## src/rtl/rucs_pkg.sv

```systemverilog
/*
  Package for the remote update configuration sequencer: register map,
  field positions, reset values, cause codes, states and the bus carriers.
  Assumes a single 100 MHz clock domain and an APB register bus.
*/
// Notes on behaviour
// - At power-up in remote mode, load the image at page zero.
// - Factory image is default; in remote mode any application load failure falls back to it.
// - Watchdog expiry in an application records status and reloads factory image.
// - Watchdog held disabled while the factory image is loaded.
// - Application load failure writes its cause into the status register.
// - After a recorded failure, factory loads alone; factory reads the cause.
// - A successful application load enters user mode running that application.
// - Page selection allows at most seven distinct application pages.
// - Local mode loads its single application directly, no factory first.
package rucs_pkg;

  localparam int ADDR_W = 12;
  localparam logic [11:0] OFF_CTRL = 12'h000;
  localparam logic [11:0] OFF_STAT = 12'h004;
  localparam logic [11:0] OFF_WDOG = 12'h008;
  localparam logic [11:0] OFF_KICK = 12'h00c;
  localparam logic [11:0] OFF_IRQ_STAT = 12'h010;
  localparam logic [11:0] OFF_IRQ_MASK = 12'h014;

  localparam int PAGE_W = 3;
  localparam logic [2:0] PAGE_FACTORY = 3'h0;
  localparam logic [2:0] PAGE_LOCAL = 3'h1;

  // Control register fields
  localparam int CTRL_PAGE_LSB = 0;
  localparam int CTRL_WD_EN_BIT = 4;
  localparam int CTRL_RECONF_BIT = 8;

  // Status register fields
  localparam int STAT_CAUSE_LSB = 0;
  localparam int STAT_PAGE_LSB = 4;
  localparam int STAT_FACT_BIT = 8;
  localparam int STAT_USER_BIT = 9;

  localparam int CAUSE_W = 2;
  localparam logic [1:0] CAUSE_NONE = 2'h0;
  localparam logic [1:0] CAUSE_LOAD_ERR = 2'h1;
  localparam logic [1:0] CAUSE_WDOG = 2'h2;
  localparam logic [1:0] CAUSE_REQ = 2'h3;

  // Interrupt event bits
  localparam int IRQ_W = 3;
  localparam int IRQ_DONE_BIT = 0;
  localparam int IRQ_ERR_BIT = 1;
  localparam int IRQ_WDOG_BIT = 2;

  localparam logic [31:0] WDOG_RESET = 32'h0000_ffff;
  localparam logic [31:0] APB_UNMAPPED = 32'h0000_0000;

  typedef enum logic [4:0] {
    ST_IDLE = 5'h01,
    ST_LOAD = 5'h02,
    ST_USER = 5'h04,
    ST_FAIL = 5'h08,
    ST_WAIT = 5'h10
  } rucs_state_e;

  typedef struct packed {
    logic psel;
    logic penable;
    logic pwrite;
    logic [ADDR_W-1:0] paddr;
    logic [31:0] pwdata;
  } rucs_apb_req_s;

  typedef struct packed {
    logic [31:0] prdata;
    logic pready;
    logic pslverr;
  } rucs_apb_rsp_s;

  typedef struct packed {
    logic start;
    logic [PAGE_W-1:0] page;
  } rucs_load_req_s;

endpackage

```

## src/rtl/rucs_top.sv

```systemverilog
/*
  Configuration-page sequencer. Drives a load request toward the paged
  configuration memory, tracks factory and application images, runs the
  user watchdog and records reconfiguration causes.
  Assumes the memory loader answers with done or error pins from another
  domain; those pass two flip-flops here.
*/
`timescale 1ns/1ps
module rucs_top (
  // Clock, reset, enable
  input wire logic MCLK,
  input wire logic SYS_RST,
  input wire logic CLK_EN,
  // Straps and requests
  input wire logic LOCAL_MODE,
  input wire logic RECONF_REQ,
  // Configuration memory loader
  output rucs_pkg::rucs_load_req_s LOAD_REQ,
  input wire logic LOAD_DONE,
  input wire logic LOAD_ERR,
  // APB
  input wire rucs_pkg::rucs_apb_req_s APB_REQ,
  output rucs_pkg::rucs_apb_rsp_s APB_RSP,
  // Status
  output logic USER_MODE,
  output logic IRQ
);

  rucs_pkg::rucs_state_e state_reg, state_next;
  logic [rucs_pkg::PAGE_W-1:0] page_reg, page_next;
  logic [rucs_pkg::PAGE_W-1:0] cur_reg, cur_next;
  logic [rucs_pkg::PAGE_W-1:0] nxt_reg, nxt_next;
  logic wd_en_reg, wd_en_next;
  logic [31:0] wd_lim_reg, wd_lim_next;
  logic [31:0] wd_cnt_reg, wd_cnt_next;
  logic [rucs_pkg::CAUSE_W-1:0] cause_reg, cause_next;
  logic [rucs_pkg::IRQ_W-1:0] ist_reg, ist_next;
  logic [rucs_pkg::IRQ_W-1:0] imask_reg, imask_next;
  logic [31:0] rdata_reg, rdata_next;
  logic start_reg, start_next;
  logic local_reg, local_next;
  logic [1:0] done_sync_reg, err_sync_reg, req_sync_reg, mode_sync_reg;
  logic done_s, err_s, req_s, req_prev_reg;
  logic rd_seen_reg;
  logic wr, rd, factory, wd_kick, wd_exp;
  logic [rucs_pkg::IRQ_W-1:0] ev;

  function automatic logic [rucs_pkg::PAGE_W-1:0] clip_page(input logic [31:0] d);
    logic [rucs_pkg::PAGE_W-1:0] p;
    p = d[rucs_pkg::CTRL_PAGE_LSB +: rucs_pkg::PAGE_W];
    // Page zero holds the factory image; only seven application pages exist
    clip_page = (p == rucs_pkg::PAGE_FACTORY) ? cur_reg : p;
  endfunction

  // Two-flop synchronisers; first stage feeds only the second
  always_ff @(posedge MCLK) begin
    if (SYS_RST) begin
      done_sync_reg <= 2'h0;
      err_sync_reg <= 2'h0;
      req_sync_reg <= 2'h0;
      req_prev_reg <= 1'b0;
    end else if (CLK_EN) begin
      done_sync_reg <= {done_sync_reg[0], LOAD_DONE};
      err_sync_reg <= {err_sync_reg[0], LOAD_ERR};
      req_sync_reg <= {req_sync_reg[0], RECONF_REQ};
      req_prev_reg <= req_sync_reg[1];
    end
  end

  // Strap synchroniser has no reset so the mode is settled when reset ends;
  // reset must therefore span at least two enabled edges
  always_ff @(posedge MCLK) begin
    if (CLK_EN) begin
      mode_sync_reg <= {mode_sync_reg[0], LOCAL_MODE};
    end
  end
  assign done_s = done_sync_reg[1];
  assign err_s = err_sync_reg[1];
  assign req_s = req_sync_reg[1] & ~req_prev_reg;

  // Writes act only at the ready edge, so each transfer writes exactly once
  assign wr = APB_REQ.psel & APB_REQ.penable & APB_REQ.pwrite & rd_seen_reg;
  assign rd = APB_REQ.psel & APB_REQ.penable & ~APB_REQ.pwrite;
  assign factory = (cur_reg == rucs_pkg::PAGE_FACTORY) & ~local_reg;
  assign wd_kick = wr & (APB_REQ.paddr == rucs_pkg::OFF_KICK);
  assign wd_exp = (state_reg == rucs_pkg::ST_USER) & wd_en_reg & ~factory
                  & (wd_cnt_reg >= wd_lim_reg);

  always_comb begin
    state_next = state_reg;
    page_next = page_reg;
    cur_next = cur_reg;
    nxt_next = nxt_reg;
    wd_en_next = wd_en_reg;
    wd_lim_next = wd_lim_reg;
    wd_cnt_next = wd_cnt_reg;
    cause_next = cause_reg;
    start_next = 1'b0;
    local_next = local_reg;
    ev = '0;
    // Control and watchdog limit writes apply only while the factory image is current
    if (wr && APB_REQ.paddr == rucs_pkg::OFF_CTRL && factory) begin
      nxt_next = clip_page(APB_REQ.pwdata);
      wd_en_next = APB_REQ.pwdata[rucs_pkg::CTRL_WD_EN_BIT];
    end
    if (wr && APB_REQ.paddr == rucs_pkg::OFF_WDOG && factory) begin
      wd_lim_next = APB_REQ.pwdata;
    end
    case (state_reg)
      rucs_pkg::ST_IDLE: begin
        // Strap taken after reset release, never inside the reset branch
        local_next = mode_sync_reg[1];
        page_next = mode_sync_reg[1] ? rucs_pkg::PAGE_LOCAL : rucs_pkg::PAGE_FACTORY;
        start_next = 1'b1;
        state_next = rucs_pkg::ST_LOAD;
      end
      rucs_pkg::ST_LOAD: begin
        if (err_s) begin
          state_next = rucs_pkg::ST_FAIL;
        end else if (done_s) begin
          cur_next = page_reg;
          wd_cnt_next = '0;
          ev[rucs_pkg::IRQ_DONE_BIT] = 1'b1;
          state_next = rucs_pkg::ST_USER;
        end
      end
      rucs_pkg::ST_USER: begin
        if (wd_exp) begin
          cause_next = rucs_pkg::CAUSE_WDOG;
          ev[rucs_pkg::IRQ_WDOG_BIT] = 1'b1;
          page_next = rucs_pkg::PAGE_FACTORY;
          start_next = 1'b1;
          state_next = rucs_pkg::ST_WAIT;
        end else if (req_s || (wr && APB_REQ.paddr == rucs_pkg::OFF_CTRL
                     && APB_REQ.pwdata[rucs_pkg::CTRL_RECONF_BIT])) begin
          // Factory loads the chosen page from nxt_next; an application reloads its fallback page
          if (factory) begin
            page_next = nxt_next;
          end else begin
            cause_next = rucs_pkg::CAUSE_REQ;
            page_next = local_reg ? rucs_pkg::PAGE_LOCAL : rucs_pkg::PAGE_FACTORY;
          end
          start_next = 1'b1;
          state_next = rucs_pkg::ST_WAIT;
        end else if (wd_kick) begin
          wd_cnt_next = '0;
        end else if (!factory && wd_en_reg) begin
          wd_cnt_next = wd_cnt_reg + 32'h1;
        end else begin
          wd_cnt_next = '0;
        end
      end
      rucs_pkg::ST_WAIT: begin
        // Let the loader drop the last done or error before watching again
        if (!done_s && !err_s) begin
          state_next = rucs_pkg::ST_LOAD;
        end
      end
      rucs_pkg::ST_FAIL: begin
        cause_next = rucs_pkg::CAUSE_LOAD_ERR;
        ev[rucs_pkg::IRQ_ERR_BIT] = 1'b1;
        page_next = local_reg ? rucs_pkg::PAGE_LOCAL : rucs_pkg::PAGE_FACTORY;
        cur_next = page_next;
        start_next = 1'b1;
        state_next = rucs_pkg::ST_WAIT;
      end
      default: begin
        state_next = rucs_pkg::ST_IDLE;
      end
    endcase
    if (state_next == rucs_pkg::ST_LOAD || state_next == rucs_pkg::ST_WAIT) begin
      if (page_next == rucs_pkg::PAGE_FACTORY && !local_reg) begin
        wd_en_next = (state_reg == rucs_pkg::ST_USER) ? wd_en_next : 1'b0;
      end
    end
  end

  always_comb begin
    imask_next = imask_reg;
    ist_next = ist_reg;
    rdata_next = rdata_reg;
    if (wr && APB_REQ.paddr == rucs_pkg::OFF_IRQ_MASK) begin
      imask_next = APB_REQ.pwdata[rucs_pkg::IRQ_W-1:0];
    end
    if (wr && APB_REQ.paddr == rucs_pkg::OFF_IRQ_STAT) begin
      ist_next = ist_reg & ~APB_REQ.pwdata[rucs_pkg::IRQ_W-1:0];
    end
    // New events win over a clear in the same cycle
    ist_next = ist_next | ev;
    if (rd) begin
      if (APB_REQ.paddr == rucs_pkg::OFF_CTRL) begin
        rdata_next = 32'h0;
        rdata_next[rucs_pkg::CTRL_PAGE_LSB +: rucs_pkg::PAGE_W] = nxt_reg;
        rdata_next[rucs_pkg::CTRL_WD_EN_BIT] = wd_en_reg;
      end else if (APB_REQ.paddr == rucs_pkg::OFF_STAT) begin
        rdata_next = 32'h0;
        rdata_next[rucs_pkg::STAT_CAUSE_LSB +: rucs_pkg::CAUSE_W] = cause_reg;
        rdata_next[rucs_pkg::STAT_PAGE_LSB +: rucs_pkg::PAGE_W] = cur_reg;
        rdata_next[rucs_pkg::STAT_FACT_BIT] = factory;
        rdata_next[rucs_pkg::STAT_USER_BIT] = (state_reg == rucs_pkg::ST_USER);
      end else if (APB_REQ.paddr == rucs_pkg::OFF_WDOG) begin
        rdata_next = wd_lim_reg;
      end else if (APB_REQ.paddr == rucs_pkg::OFF_KICK) begin
        rdata_next = wd_cnt_reg;
      end else if (APB_REQ.paddr == rucs_pkg::OFF_IRQ_STAT) begin
        rdata_next = {29'h0, ist_reg};
      end else if (APB_REQ.paddr == rucs_pkg::OFF_IRQ_MASK) begin
        rdata_next = {29'h0, imask_reg};
      end else begin
        rdata_next = rucs_pkg::APB_UNMAPPED;
      end
    end
  end

  always_ff @(posedge MCLK) begin
    if (SYS_RST) begin
      state_reg <= rucs_pkg::ST_IDLE;
      page_reg <= rucs_pkg::PAGE_FACTORY;
      cur_reg <= rucs_pkg::PAGE_FACTORY;
      nxt_reg <= rucs_pkg::PAGE_LOCAL;
      wd_en_reg <= 1'b0;
      wd_lim_reg <= rucs_pkg::WDOG_RESET;
      wd_cnt_reg <= 32'h0;
      cause_reg <= rucs_pkg::CAUSE_NONE;
      ist_reg <= '0;
      imask_reg <= '0;
      rdata_reg <= 32'h0;
      start_reg <= 1'b0;
      local_reg <= 1'b0;
    end else if (CLK_EN) begin
      state_reg <= state_next;
      page_reg <= page_next;
      cur_reg <= cur_next;
      nxt_reg <= nxt_next;
      wd_en_reg <= wd_en_next;
      wd_lim_reg <= wd_lim_next;
      wd_cnt_reg <= wd_cnt_next;
      cause_reg <= cause_next;
      ist_reg <= ist_next;
      imask_reg <= imask_next;
      rdata_reg <= rdata_next;
      start_reg <= start_next;
      local_reg <= local_next;
    end
  end

  assign LOAD_REQ.start = start_reg;
  assign LOAD_REQ.page = page_reg;
  assign USER_MODE = (state_reg == rucs_pkg::ST_USER);
  assign IRQ = |(ist_reg & imask_reg);
  assign APB_RSP.prdata = rdata_reg;
  // One wait state: data registered at the first access edge, ready on the second
  assign APB_RSP.pready = APB_REQ.psel & APB_REQ.penable & rd_seen_reg;
  assign APB_RSP.pslverr = 1'b0;

  always_ff @(posedge MCLK) begin
    if (SYS_RST) begin
      rd_seen_reg <= 1'b0;
    end else if (CLK_EN) begin
      rd_seen_reg <= APB_REQ.psel & APB_REQ.penable & ~rd_seen_reg;
    end
  end

endmodule

```

## config.mk

```make
export PLATFORM = sky130hd
export DESIGN_NAME = rucs_top
export DESIGN_NICKNAME = d
export VERILOG_FILES = /design/src/rtl/rucs_pkg.sv /design/src/rtl/rucs_top.sv
export SDC_FILE = /design/constraint.sdc
export NUM_CORES = 1
export LEC_CHECK = 0
export ABC_AREA = 0
export BUFFER_PORTS_ARGS = -buffer_cell sky130_fd_sc_hd__buf_2
export CAP_MARGIN = 20
export CORE_ASPECT_RATIO = 0.6
export CORE_MARGIN = 3
export CORE_UTILIZATION = 40
export CTS_CLUSTER_DIAMETER = 60
export DETAILED_ROUTE_END_ITERATION = 16
export HOLD_SLACK_MARGIN = 0.12
export SYNTH_ARGS = -nofsm -noshare
export SYNTH_HDL_FRONTEND = slang
export SYNTH_SLANG_ARGS = --single-unit
```

## constraint.sdc

```tcl
create_clock -name MCLK -period 3 [get_ports MCLK]
set_clock_uncertainty 0.05 [all_clocks]
set_input_delay 0.15 -clock MCLK [delete_from_list [all_inputs] [get_ports MCLK]]
set_output_delay 0.15 -clock MCLK [all_outputs]
set_load 0.02 [all_outputs]
```

# [Yosys cells after proc, flatten, opt, wreduce, memory -nomap -nowiden]
# Index checks and enable logic that the tools add are counted.
[word_totals] regBits=131 wordCells=140 out_inout_bits=40 inputBits=54
[classes] mux=48 addsub=1 eq_ne=18 magnitude_cmp=1 n_bitwise=21 n_reduce_logical=32
[op_table] cell="$mux 32" count=10
[op_table] cell="$pmux 32 s2" count=1
[op_table] cell="$add 32x1->32 const B" count=1
[op_table] cell="$ge 32x32->1" count=1
[op_table] cell="$mux 3" count=10
[op_table] cell="$mux 5" count=5
[op_table] cell="$pmux 5 s5" count=1
[op_table] cell="$eq 12x4->1 const B" count=2
[op_table] cell="$eq 12x5->1 const B" count=2
[op_table] cell="$mux 1" count=14
[op_table] cell="$and 1x1->1" count=12
[op_table] cell="$eq 12x3->1 const B" count=1
[op_table] cell="$logic_not 12->1" count=1
[op_table] cell="$eq 5x2->1 const B" count=2
[op_table] cell="$eq 5x5->1 const B" count=2
[op_table] cell="$logic_and 1x1->1" count=10
[op_table] cell="$logic_not 3->1" count=3
[op_table] cell="$pmux 3 s3" count=1
[op_table] cell="$ne 2x2->1 const B" count=4
[op_table] cell="$reduce_and 2->1" count=4
[op_table] cell="$reduce_and 4->1" count=2
[op_table] cell="$and 3x3->3" count=2
[op_table] cell="$mux 2" count=3
[op_table] cell="$pmux 3 s2" count=1
[op_table] cell="other kinds (16)" count=26

# [Depth between registers and ports, before layout]
[depth] ltp_word=14 ltp_mapped=12 mapped_depth_nobuf=9

# [Least setup slack after synthesis]
# No wires, ideal clock.
[synth_path] path_type="register -> register" from="register wd_lim_reg[22]" to="register wd_cnt_reg[23]" arrival_ps=2787 n_path_buf=2 stages_incl_launch_ff=12 path_slack_ps=92 setup_ps=70 required_ps=2880 path_cell_list="dfxtp_1 > inv_1 > ha_1 > a21oi_1 > nand2_1 > a221o_1 > a22o_1 > buf_6 > or4_4 > buf_6 > or4_1 > a21oi_1"
[synth_between] elab_chain_cells=4
[synth_rtl] item="start: declaration" line="rucs_top.sv:34" text="logic [31:0] wd_lim_reg, wd_lim_next;"
[synth_rtl] item="start signal: assignment" line="rucs_top.sv:222" text="wd_lim_reg <= rucs_pkg::WDOG_RESET;"
[synth_rtl] item="start signal: assignment" line="rucs_top.sv:236" text="wd_lim_reg <= wd_lim_next;"
[synth_rtl] item="$ge 32x32->1" line="rucs_top.sv:87" text="& (wd_cnt_reg >= wd_lim_reg);"
[synth_rtl] item="$and 1x1->1" line="rucs_top.sv:87"
[synth_rtl] item="$ne 2x2->1 (no source line)"
[synth_rtl] item="$reduce_and 6->1 (no source line)"
[synth_rtl] item="end signal: assignment" line="rucs_top.sv:237" text="wd_cnt_reg <= wd_cnt_next;"
[synth_rtl] item="end: declaration" line="rucs_top.sv:35" text="logic [31:0] wd_cnt_reg, wd_cnt_next;"
# Every way passes these cells.
# A chain may end at the register's enable or synchronous reset.

# [Final worst setup path]
[layout_path] from="register wd_lim_reg[7]" to="register wd_cnt_reg[27]"
# Same word-level chain as after synthesis.

==> results.json <==
{
  "synth.distinct_cells": 67,
  "die_w_um": 176,
  "hold_violations": 0,
  "worstHoldPathCells": 4,
  "placed_area_um2": 8020,
  "finalCriticalPeriod_ps": 2900,
  "postRouteWirelength_um": 21000,
  "cts_max_level": 4,
  "chipHeight_um": 108,
  "filler_cell_count": 1573,
  "grt_util_all_layers_pct": 22.2,
  "yosysWarningCount": 0,
  "ys_seq_area_share_pct": 37.9,
  "cts-root-buf": "clkbuf_16",
  "synth.avg_cell_area_um2": 7.99,
  "final_util_pct": 54.5,
  "grt_pass1_vias": 6246,
  "ys_seq_elements": 131,
  "antenna_found_initial": 0,
  "path_max_fanout": 7,
  "dpl.hpwl_um": 14900,
  "std_cell_rows": 36,
  "finalSetupTns_ps": 0,
  "power.density_nw_per_um2": 458,
  "gp_congestion": 0.843,
  "drc": 0,
  "timing.fmax_ghz": 0.344,
  "reg2regPathDepth": 9,
  "netlist.area_leader.share_pct": 37.0,
  "synth-async-reset-ratio_pct": 0,
  "critPathKind": "flip-flop to flip-flop",
  "grt_max_degree": 54,
  "drv_slew": 0,
  "yosys_most_used_dff": "dfxtp_1",
  "crit_path_max_incr_delay_ps": 570,
  "core-area_um2": 16700,
  "start_kind": "flip-flop",
  "via_per_inst": 5.33,
  "crit_cells": 9,
  "finalCritPeriodShare_pct": 96.8,
  "relSlewSlack_pct": 56.4,
  "grt-ovfl-total": 0,
  "crit_family": "simple AND/OR/NAND/NOR gates",
  "numCtsBuffers": 17,
  "clock_sinks": 131,
  "cellLeakagePower_nw": 3.87,
  "io_pins": 94,
  "synth_area_leaders": "dfxtp_1 37%, a21oi_1 6.9%, ha_1 5.9%",
  "wire_per_inst_um": 16.4,
  "clk_pin_slew_ps": 60,
  "synth_edf_count": 2,
  "cts_tree": "done",
  "syn-num-nets": 960,
  "clk_latency_ps": 420,
  "rr_endpoint": "wd_cnt_reg[27]",
  "clockBufferDepth": 2,
  "r2r_slack_ps": 100,
  "drv_cap": 0,
  "dr.pass1.iters": 5,
  "r2r_start": "wd_lim_reg[7]",
  "drt_first_iter_violations": 556,
  "path_cells": "inv_1, ha_1, and2_0, a221oi_2, a2bb2oi_2, a31oi_4, or4_4, or4_1, a21oi_2",
  "syn_inst": 873,
  "drive_gt1_share_pct": 20.6,
  "dieArea_um2": 19100,
  "route.vias.total": 6812,
  "drtAntennaViolNets": 0,
  "peakVddDrop_v": 0.000387,
  "outcome": "finished, final reports clean",
  "cp.required_ps": 3310,
  "crit_slowest_cell": "or4_4",
  "area_growth_pct": 30.3,
  "start_util_pct": 41.8,
  "grt_pass1_wl_um": 33600,
  "antenna_cells": 0,
  "setup.worst_path.end_class": "flip-flop",
  "port_buffers": 92,
  "layout.nets": 1125,
  "crit_buf_inv": 1,
  "syn_area_um2": 6970,
  "hp-class": "input port to flip-flop",
  "fin_area_um2": 9090,
  "cp.arrival_ps": 3220,
  "crit_path_end": "wd_cnt_reg[27]",
  "finalPower_w": 0.00416,
  "finalSetupViolations": 0,
  "yosysTopAreaCell": "dfxtp_1",
  "tightest_slew_ps": 653,
  "startpoint": "wd_lim_reg[7]"
}
-- stage by stage --
| stage | instances | setup slack, ps | hold WS (ps) |
|---|---|---|---|
| final | 1279 | 95.2 | 212 |
| after floorplan | 873 | 92.4 | 199 |
| after global placement | 1205 | 52.6 | 282 |
| after global routing | 1279 | -0.910 | 222 |
| after CTS | 1277 | 16.0 | 189 |
| after detailed placement | 1205 | 10.5 | 287 |
-- cell families (layout without fill, tap and decap cells) --
kind of cell             after synthesis  after routing  share of synthesized area [%]
multiplexers                          43             43                           6.24
buffers and inverters                107            285                           6.28
flip-flops                           131            131                           37.9
other                                  1              1                         0.0538
AND/OR/NAND/NOR                      337            337                           23.7
XOR/XNOR                               9              9                           1.13
adder cells (fa/ha/maj)               33             33                           5.92
AO/OA/AOI/OAI                        212            212                           18.7
-- layout make-up --
| type | count | area [µm²] | area share, % |
|---|---|---|---|
| clock inverter | 14 | 153 | 1.68 |
| timing repair buffer | 205 | 1450 | 15.9 |
| tap | 228 | 285 | 3.14 |
| inverter | 48 | 180 | 1.98 |
| clock buffer | 18 | 439 | 4.83 |
| multi-input combinational | 635 | 3940 | 43.4 |
| sequential | 131 | 2640 | 29.1 |
-- power breakdown --
part / switching [W] / leakage [nW] / internal [W] / total (W)
combinational: 0.000154 / 2.53 / 0.000130 / 0.000283
sequential: 0.0000144 / 1.06 / 0.00176 / 0.00178
clock: 0.000851 / 0.279 / 0.00125 / 0.00210
total: 0.00102 / 3.87 / 0.00314 / 0.00416
-- synthesized netlist by cell type (4+ instances only) --
| master | number |
|---|---|
| a211oi_1 | 5 |
| a21o_1 | 4 |
| a21oi_1 | 96 |
| a221oi_1 | 9 |
| a22o_1 | 5 |
| a22oi_1 | 4 |
| a31oi_1 | 7 |
| and3_1 | 12 |
| and4_1 | 7 |
| buf_1 | 6 |
| clkbuf_1 | 45 |
| dfxtp_1 | 129 |
| ha_1 | 33 |
| inv_1 | 48 |
| mux2_2 | 4 |
| mux2i_1 | 39 |
| nand2_1 | 93 |
| nand3_1 | 22 |
| nand3b_1 | 5 |
| nand4_1 | 13 |
| nor2_1 | 93 |
| nor2b_1 | 5 |
| nor3_1 | 39 |
| nor4_1 | 12 |
| o211ai_1 | 17 |
| o21a_1 | 5 |
| o21ai_0 | 19 |
| o21ai_1 | 15 |
| o31ai_1 | 5 |
| or3_1 | 13 |
| or4_1 | 5 |
| xnor2_1 | 8 |
-- worst register-to-register path, cell delays in order (launching register included) --
cell and delay [ps]:
dfxtp_1 330, inv_1 70, ha_1 320, and2_0 190, a221oi_2 270, a2bb2oi_2 220, a31oi_4 130, or4_4 570
or4_1 550, a21oi_2 150
-- routing by layer --
metal  share of wire, %  wire, µm  vias up  global-route usage, %
met3                7.3      1530       16                   5.05
met5                  0         0        -                      0
met2                 38      7920      239                   29.4
li1                   -         -     3463                      -
met1                 54     11400     3094                   35.6
met4               0.74       155        0                   4.65
-- cell usage in the layout, fill, tap and decap left out, types with 15 or more instances in the layout --
| master | Yosys | routed |
|---|---|---|
| dfxtp_1 | 129 | 129 |
| nand2_1 | 93 | 93 |
| inv_1 | 48 | 48 |
| buf_4 | 3 | 70 |
| nor2_1 | 93 | 93 |
| o21ai_1 | 15 | 15 |
| mux2i_1 | 39 | 39 |
| o21ai_0 | 19 | 19 |
| ha_1 | 33 | 33 |
| dlygate4sd3_1 | 0 | 40 |
| a21oi_1 | 96 | 94 |
| clkbuf_16 | 0 | 17 |
| nand3_1 | 22 | 22 |
| buf_2 | 2 | 92 |
| nor3_1 | 39 | 39 |
| o211ai_1 | 17 | 17 |
-- timing repair --
item / 4_1_cts / 5_1_grt
setup buffers: 0 / 1
endpoints found under the hold margin: 44 / 0
pin swaps: 0 / 3
resized for setup: 1 / 9
hold buffers: 40 / 0
endpoints found under the setup margin: 4 / 10
-- worst min-delay path by stage --
stage | start | endpoint | slack, ps
final | CLK_EN | state_reg[2] | 210
after global routing | CLK_EN | state_reg[2] | 220
after CTS | CLK_EN | state_reg[2] | 190
after detailed placement | LOCAL_MODE | mode_sync_reg[0] | 290
after global placement | LOCAL_MODE | mode_sync_reg[0] | 280
after floorplan | LOCAL_MODE | mode_sync_reg[0] | 200
Power figures use the tool's default switching activity.
